File: src/ncr_pkg.sv
// Package for the namespace capability report block.
// Assumes a 32-bit AHB-Lite register bus with word-aligned registers.
package ncr_pkg;
  // Register byte offsets (printed offsets are bytes 30, 31, 32 of the identify data)
  localparam logic [7:0] NCR_IDX_SHARING = 8'h1e;
  localparam logic [7:0] NCR_IDX_RESV = 8'h1f;
  localparam logic [7:0] NCR_IDX_PROGRESS = 8'h20;
  // Report byte registers and own control registers, as byte addresses
  localparam logic [9:0] NCR_ADDR_SHARING = 10'h078;
  localparam logic [9:0] NCR_ADDR_RESV = 10'h07c;
  localparam logic [9:0] NCR_ADDR_PROGRESS = 10'h080;
  localparam logic [9:0] NCR_ADDR_CONFIG = 10'h100;
  localparam logic [9:0] NCR_ADDR_FMT_CTRL = 10'h104;
  localparam logic [9:0] NCR_ADDR_PROT = 10'h108;
  // Config register fields
  localparam int NCR_CFG_SHARED_BIT = 0;
  localparam int NCR_CFG_PTPL_BIT = 1;
  localparam int NCR_CFG_TYPES_LSB = 2;
  localparam int NCR_CFG_PROG_SUP_BIT = 8;
  localparam int NCR_CFG_VER_MINOR_LSB = 16;
  localparam int NCR_CFG_VER_MAJOR_LSB = 24;
  // Format control fields
  localparam int NCR_FMT_START_BIT = 0;
  localparam int NCR_FMT_STEP_BIT = 1;
  // Capability byte fields
  localparam int NCR_RES_IEK_BIT = 7;
  localparam int NCR_PROG_SUP_POS = 7;
  localparam int NCR_PROT_W = 3;
  // Reset value, format start value and protection setting limit
  localparam logic [31:0] NCR_CONFIG_RST = 32'h0001_0000;
  localparam logic [6:0] NCR_PCT_FULL = 7'h64;
  localparam logic [2:0] NCR_PROT_MAX = 3'h3;
  // Version threshold for the newer key semantics
  localparam logic [7:0] NCR_VER_MAJOR_MIN = 8'h01;
  localparam logic [7:0] NCR_VER_MINOR_MIN = 8'h03;
  localparam logic [1:0] NCR_HTRANS_NONSEQ = 2'h2;
  typedef enum logic {NCR_FMT_IDLE, NCR_FMT_BUSY} ncr_fmt_t;
endpackage

File: src/ncr_progress.sv
// Format progress counter: remaining percentage during a format.
// Assumes start and step are one-cycle pulses from the same clock.
module ncr_progress
  import ncr_pkg::*;
(
  input wire logic clk_in,
  input wire logic rst_b_in,
  input wire logic start_in,
  input wire logic step_in,
  output logic busy_out,
  output logic [6:0] remain_out
);
  ncr_fmt_t state;
  logic [6:0] remain;
  wire last_step = step_in && (remain == 7'h01);

  // Remaining count only falls, starts at 100
  always_ff @(posedge clk_in) begin
    if (!rst_b_in) begin
      state <= NCR_FMT_IDLE;
      remain <= 7'h00;
    end else begin
      unique case (state)
        NCR_FMT_IDLE: begin
          if (start_in) begin
            state <= NCR_FMT_BUSY;
            remain <= NCR_PCT_FULL;
          end
        end
        NCR_FMT_BUSY: begin
          if (last_step) begin
            state <= NCR_FMT_IDLE;
            remain <= 7'h00;
          end else if (step_in) begin
            remain <= remain - 7'h01;
          end
        end
      endcase
    end
  end

  assign busy_out = (state == NCR_FMT_BUSY);
  assign remain_out = remain;
endmodule // ncr_progress

File: src/ncr_top.sv
// Namespace capability report register bank on AHB-Lite.
// Assumes a single master, single word transfers, one clock at 10 MHz.
// Overview of operation
// Sharing byte bit 0 is 1 for a shared namespace and 0 for a private one.
// Sharing byte bits 7:1 are reserved and read as zero.
// The reservation byte reads all zero when reservations are unsupported.
// Reservation bit 7 is 1 when reservations are supported and the version is 1.3 or later.
// Reservation bits 1 to 6 flag the six supported reservation types.
// Reservation bit 0 is 1 only when state persists through power loss.
// Progress bit 7 flags support; without it bits 6:0 read zero.
// During a format, progress bits 6:0 give the percentage remaining.
// With support and no format pending, the remaining value is zero.
// Protection settings sit in the low three bits, 000b off, 001b-011b types 1-3.
// The remaining value never exceeds 100 and only falls during one format.
//
// Design decision made here: register access over AHB-Lite.
module ncr_top
  import ncr_pkg::*;
(
  input wire logic REF_CLK_IN,
  input wire logic RST_B_IN,
  input wire logic HSEL_IN,
  input wire logic [31:0] HADDR_IN,
  input wire logic [1:0] HTRANS_IN,
  input wire logic HWRITE_IN,
  input wire logic [2:0] HSIZE_IN,
  input wire logic [31:0] HWDATA_IN,
  input wire logic HREADY_IN,
  output logic [31:0] HRDATA_OUT,
  output logic HREADYOUT_OUT,
  output logic HRESP_OUT,
  output logic FORMAT_BUSY_OUT
);
  logic [31:0] config_reg;
  logic [2:0] prot_settings;
  logic wr_pending;
  logic [9:0] wr_addr;
  logic fmt_start;
  logic fmt_step;
  logic busy;
  logic [6:0] remain;
  logic [31:0] rdata;
  logic busy_q;

  // Address phase decode
  wire addr_phase = HSEL_IN && HREADY_IN && HTRANS_IN[1];
  wire [9:0] a_addr = HADDR_IN[9:0];
  wire [9:0] rd_addr = a_addr;

  // Config fields
  wire shared_ns = config_reg[NCR_CFG_SHARED_BIT];
  wire ptpl = config_reg[NCR_CFG_PTPL_BIT];
  wire [5:0] res_types = config_reg[NCR_CFG_TYPES_LSB +: 6];
  wire prog_sup = config_reg[NCR_CFG_PROG_SUP_BIT];
  wire [7:0] ver_major = config_reg[NCR_CFG_VER_MAJOR_LSB +: 8];
  wire [7:0] ver_minor = config_reg[NCR_CFG_VER_MINOR_LSB +: 8];

  // Version 1.3 or later selects newer key semantics
  wire ver_new = (ver_major > NCR_VER_MAJOR_MIN) ||
                 ((ver_major == NCR_VER_MAJOR_MIN) && (ver_minor >= NCR_VER_MINOR_MIN));
  wire res_any = ptpl || (res_types != 6'h00);
  // Sharing byte, reserved bits zero
  wire [7:0] sharing_byte = {7'h00, shared_ns};
  // Reservation byte, zero when nothing supported
  wire [7:0] resv_byte = res_any ?
      {ver_new, res_types, ptpl} : 8'h00;
  // Progress byte, low bits forced clear without support
  wire [7:0] progress_byte = prog_sup ?
      {1'b1, remain} : 8'h00;

  // Write data phase decode
  wire wr_config = wr_pending && (wr_addr == NCR_ADDR_CONFIG);
  wire wr_fmt = wr_pending && (wr_addr == NCR_ADDR_FMT_CTRL);
  wire wr_prot = wr_pending && (wr_addr == NCR_ADDR_PROT);
  wire prot_legal = HWDATA_IN[NCR_PROT_W-1:0] <= NCR_PROT_MAX;
  wire next_fmt_start = wr_fmt && HWDATA_IN[NCR_FMT_START_BIT];
  wire next_fmt_step = wr_fmt && HWDATA_IN[NCR_FMT_STEP_BIT];

  // Read mux
  wire [31:0] next_rdata =
      (rd_addr == NCR_ADDR_SHARING) ? {24'h000000, sharing_byte} :
      (rd_addr == NCR_ADDR_RESV) ? {24'h000000, resv_byte} :
      (rd_addr == NCR_ADDR_PROGRESS) ? {24'h000000, progress_byte} :
      (rd_addr == NCR_ADDR_CONFIG) ? config_reg :
      (rd_addr == NCR_ADDR_PROT) ? {29'h00000000, prot_settings} :
      32'h00000000;

  // Bus pipeline state
  always_ff @(posedge REF_CLK_IN) begin
    if (!RST_B_IN) begin
      wr_pending <= 1'b0;
      wr_addr <= 10'h000;
      rdata <= 32'h00000000;
    end else begin
      wr_pending <= addr_phase && HWRITE_IN;
      if (addr_phase) begin
        wr_addr <= a_addr;
      end
      if (addr_phase && !HWRITE_IN) begin
        rdata <= next_rdata;
      end
    end
  end

  // Software-written control registers
  always_ff @(posedge REF_CLK_IN) begin
    if (!RST_B_IN) begin
      config_reg <= NCR_CONFIG_RST;
      prot_settings <= 3'h0;
      fmt_start <= 1'b0;
      fmt_step <= 1'b0;
    end else begin
      if (wr_config) begin
        config_reg <= HWDATA_IN;
      end
      if (wr_prot && prot_legal) begin
        prot_settings <= HWDATA_IN[NCR_PROT_W-1:0];
      end
      fmt_start <= next_fmt_start;
      fmt_step <= next_fmt_step;
    end
  end

  // Busy flag registered for the output pin
  always_ff @(posedge REF_CLK_IN) begin
    if (!RST_B_IN) begin
      busy_q <= 1'b0;
    end else begin
      busy_q <= busy;
    end
  end

  ncr_progress u_progress (
    .clk_in(REF_CLK_IN),
    .rst_b_in(RST_B_IN),
    .start_in(fmt_start),
    .step_in(fmt_step),
    .busy_out(busy),
    .remain_out(remain)
  );

  assign HRDATA_OUT = rdata;
  assign HREADYOUT_OUT = 1'b1; // Zero wait states
  assign HRESP_OUT = 1'b0; // Always OKAY
  assign FORMAT_BUSY_OUT = busy_q;
endmodule // ncr_top

File: config.mk
export PLATFORM = sky130hd
export DESIGN_NAME = ncr_top
export DESIGN_NICKNAME = d
export VERILOG_FILES = /design/src/ncr_pkg.sv /design/src/ncr_progress.sv /design/src/ncr_top.sv
export SDC_FILE = /design/constraint.sdc
export NUM_CORES = 1
export LEC_CHECK = 0
export ABC_AREA = 1
export BUFFER_PORTS_ARGS = -buffer_cell sky130_fd_sc_hd__buf_2
export CORE_MARGIN = 2
export CORE_UTILIZATION = 57
export DETAILED_ROUTE_END_ITERATION = 8
export GPL_TIMING_DRIVEN = 0
export PLACE_DENSITY = 0.83
export SLEW_MARGIN = 20
export SYNTH_ARGS = -nofsm -noshare
export SYNTH_HDL_FRONTEND = slang
export SYNTH_SLANG_ARGS = --single-unit
export TNS_END_PERCENT = 30
File: constraint.sdc
create_clock -name REF_CLK_IN -period 2.2 [get_ports REF_CLK_IN]
set_input_delay 0.33 -clock REF_CLK_IN [delete_from_list [all_inputs] [get_ports REF_CLK_IN]]
set_output_delay 0.33 -clock REF_CLK_IN [all_outputs]
set_load 0.01 [all_outputs]
==> summary.txt <==
status: completed
Hold WC Path Type: input pin to register
leading cell types in the layout, fill and taps excluded: 114 x nand2_1, 107 x nor2_1, 89 x dfxtp_1, 86 x buf_2, 55 x nand3_1
first-pass GRT wire length: 16200 µm
crit-path max FO: 8
CTS tree: done
Sum Neg Setup Slack: 0 ns
min-delay src: HWDATA_IN[16]
CTS buffer count: 9
Post-Syn Area per Cell: 7.16 µm²
synthesized area: 0.00408 mm²
unrepaired setup endpoints after global routing: false
Final Skew: 0.0110 ns
Leak: 0.00213 µW
Die H: 88.6 µm
slew margin rel.: 58.1%
synth unique cells: 33
CP most frequent cell: nand2_1
CP startpoint: wr_addr[1]
vias in the first global route: 3645
fillers: 591
Finished Core Util: 69.9%
kind of critical path: register to register
yosys warns: 0
initial antenna violation count: 0
Setup Buffers After CTS: 0
Max Fclk: 656 MHz
fin crit share: 69.3%
routed vias/inst: 5.22
Final ANT Viol Nets: 0
clk slew on worst S/H paths: 0.09 ns
n_diodes: 0
pin count of the biggest net entering global routing: 17
Syn Nets: 646
via count: 3979
Peak supply drop: 456 µV
row count: 30
GRT Residual Overflow: 0
CORE AREA: 0.00687 mm²
Period minus WS final: 1.52 ns
htree depth: 3
share of layout cells above drive strength 1: 20.0%
Worst EP arrival: 1.80 ns
routed length per placed instance: 13.2 µm
Clk Latency, worst-skew pair: 0.37 ns
R2R Path End: prot_settings[0]
drt total wl: 10000 µm
CP cell instances: inv_1 > nand4_1 > inv_2 > nand3_1 > nor3_1 > nand2_1 > nand2_1 > nor2_1
clk sinks: 89
Final Hold Viols: 0
GPL Wtd Cong: 0.852
Global Route Usage Sum: 26.9%
Gate Count Post-Synth: 570
I/O pin cnt: 109
commonest non-fill, non-tap cell in the layout: nand2_1
drt first pass iters: 5
crit end category: register
Synth area leader: dfxtp_1
Die Wd: 88.6 µm
CTS Buffer Depth: 2
top cells by area, synth: dfxtp_1 44%, nand2_1 10%, nor2_1 9.8%
Final nets: 737
post-synthesis register bit count: 89
Root Driver: clkbuf_8
max-slew violation count: 0
# DRC: 0
flop2flop setup slack: 0.68 ns
# hold bufs at CTS: 0
CP Capture Point: prot_settings[0]
initial core utilization: 59.4%
initial DRC count: 240
die area: 0.00786 mm²
Register-to-Register Path Depth: 8
total power: 2970 µW
Area Growth Syn to Fin: 17.7%
post-synthesis sequential area ratio: 43.6%
Slowest cell on crit path: nor3_1
Startpoint Class: register
final setup fails: 0
I/O Buffers: 80
worst endpoint required time: 2.47 ns
FF-to-FF Start: wr_addr[1]
top-area cell type share of the netlist area: 43.6%
max incr delay on CP: 0.44 ns
power density over cell area: 619 mW/mm²
post-DP HPWL: 7690 µm
# resized after CTS: 0
Max Cap Viol: 0
Slew @ Worst Pin: 0.628 ns
[layer usage]
layer / global-route usage (%) / vias up / share of wire, %
li1: - / 2019 / -
met1: 35.1 / 1788 / 46
met2: 44.4 / 155 / 47
met3: 7.00 / 17 / 6.2
met4: 7.02 / 0 / 1.4
met5: 0 / - / 0
[synthesized netlist by cell type]
master / number
nor3_1: 6
o21ai_0: 14
inv_4: 1
clkbuf_1: 10
nor4_4: 1
nor3_2: 1
nand4_1: 7
buf_4: 4
nor2_4: 2
inv_2: 4
nand4_4: 1
nand2_4: 2
buf_6: 7
o22ai_1: 2
nand3b_1: 30
inv_1: 38
nor3b_1: 1
conb_1: 2
buf_1: 5
a21oi_1: 47
nand3_1: 55
nand2_1: 114
and3_1: 1
xor2_1: 1
dfxtp_1: 89
or2_2: 1
buf_2: 6
nand3_2: 1
nor2_2: 5
nor2_1: 107
o211ai_1: 1
nand2_2: 2
ha_1: 2
[worst max-delay path: cells and delay by family, from the launching register on]
kind / cells / cell delay (ns)
simple gates: 6 / 0.91
buf+inv: 2 / 0.22
flops: 1 / 0.31
[worst min-delay path by stage]
| stage | slack (ns) | depth (start not counted) | endpoint |
|---|---|---|---|
| finish | 0.17 | 3 | config_reg[16] |
| global route | 0.18 | 3 | config_reg[16] |
| CTS | 0.17 | 3 | config_reg[16] |
| detailed placement | 0.45 | 2 | wr_addr[0] |
| global placement | 0.44 | 2 | wr_addr[1] |
| floorplan | 0.42 | 2 | wr_addr[8] |
[report_power, final]
part / switching, µW / internal, µW
logic: 121 / 77.0
registers: 6.85 / 1620
clock network: 606 / 539
[cell type report]
cell class | instances | area (µm²) | share of cell area [%]
well taps | 96 | 120 | 2.50
multi-input cells | 406 | 1940 | 40.4
flip-flops and latches | 89 | 1780 | 37.1
plain buffers | 32 | 195 | 4.06
inverters | 43 | 164 | 3.41
clock buffers | 10 | 128 | 2.66
clock inverters | 6 | 72.6 | 1.51
repair buffers | 80 | 400 | 8.34
[through the flow]
| step | worst slack [ns] | cell area, µm² | std cells | hold slack (ns) |
|---|---|---|---|---|
| after global routing | 0.514 | 4800 | 762 | 0.178 |
| after CTS | 0.697 | 4800 | 762 | 0.172 |
| after floorplan | 0.949 | 4080 | 570 | 0.424 |
| after global placement | 0.608 | 4600 | 746 | 0.438 |
| after detailed placement | 0.556 | 4600 | 746 | 0.448 |
| final | 0.675 | 4800 | 762 | 0.172 |
[cell families after synthesis]
family | after synthesis | share of synthesized area (%)
AO/OA/AOI/OAI | 64 | 7.97
XOR/XNOR | 1 | 0.215
adder cells (fa/ha/maj) | 2 | 0.613
buffers and inverters | 75 | 8.80
flip-flops | 89 | 43.6
other | 2 | 0.184
AND/OR/NAND/NOR | 337 | 38.6
(Power assumes the default switching activity.)
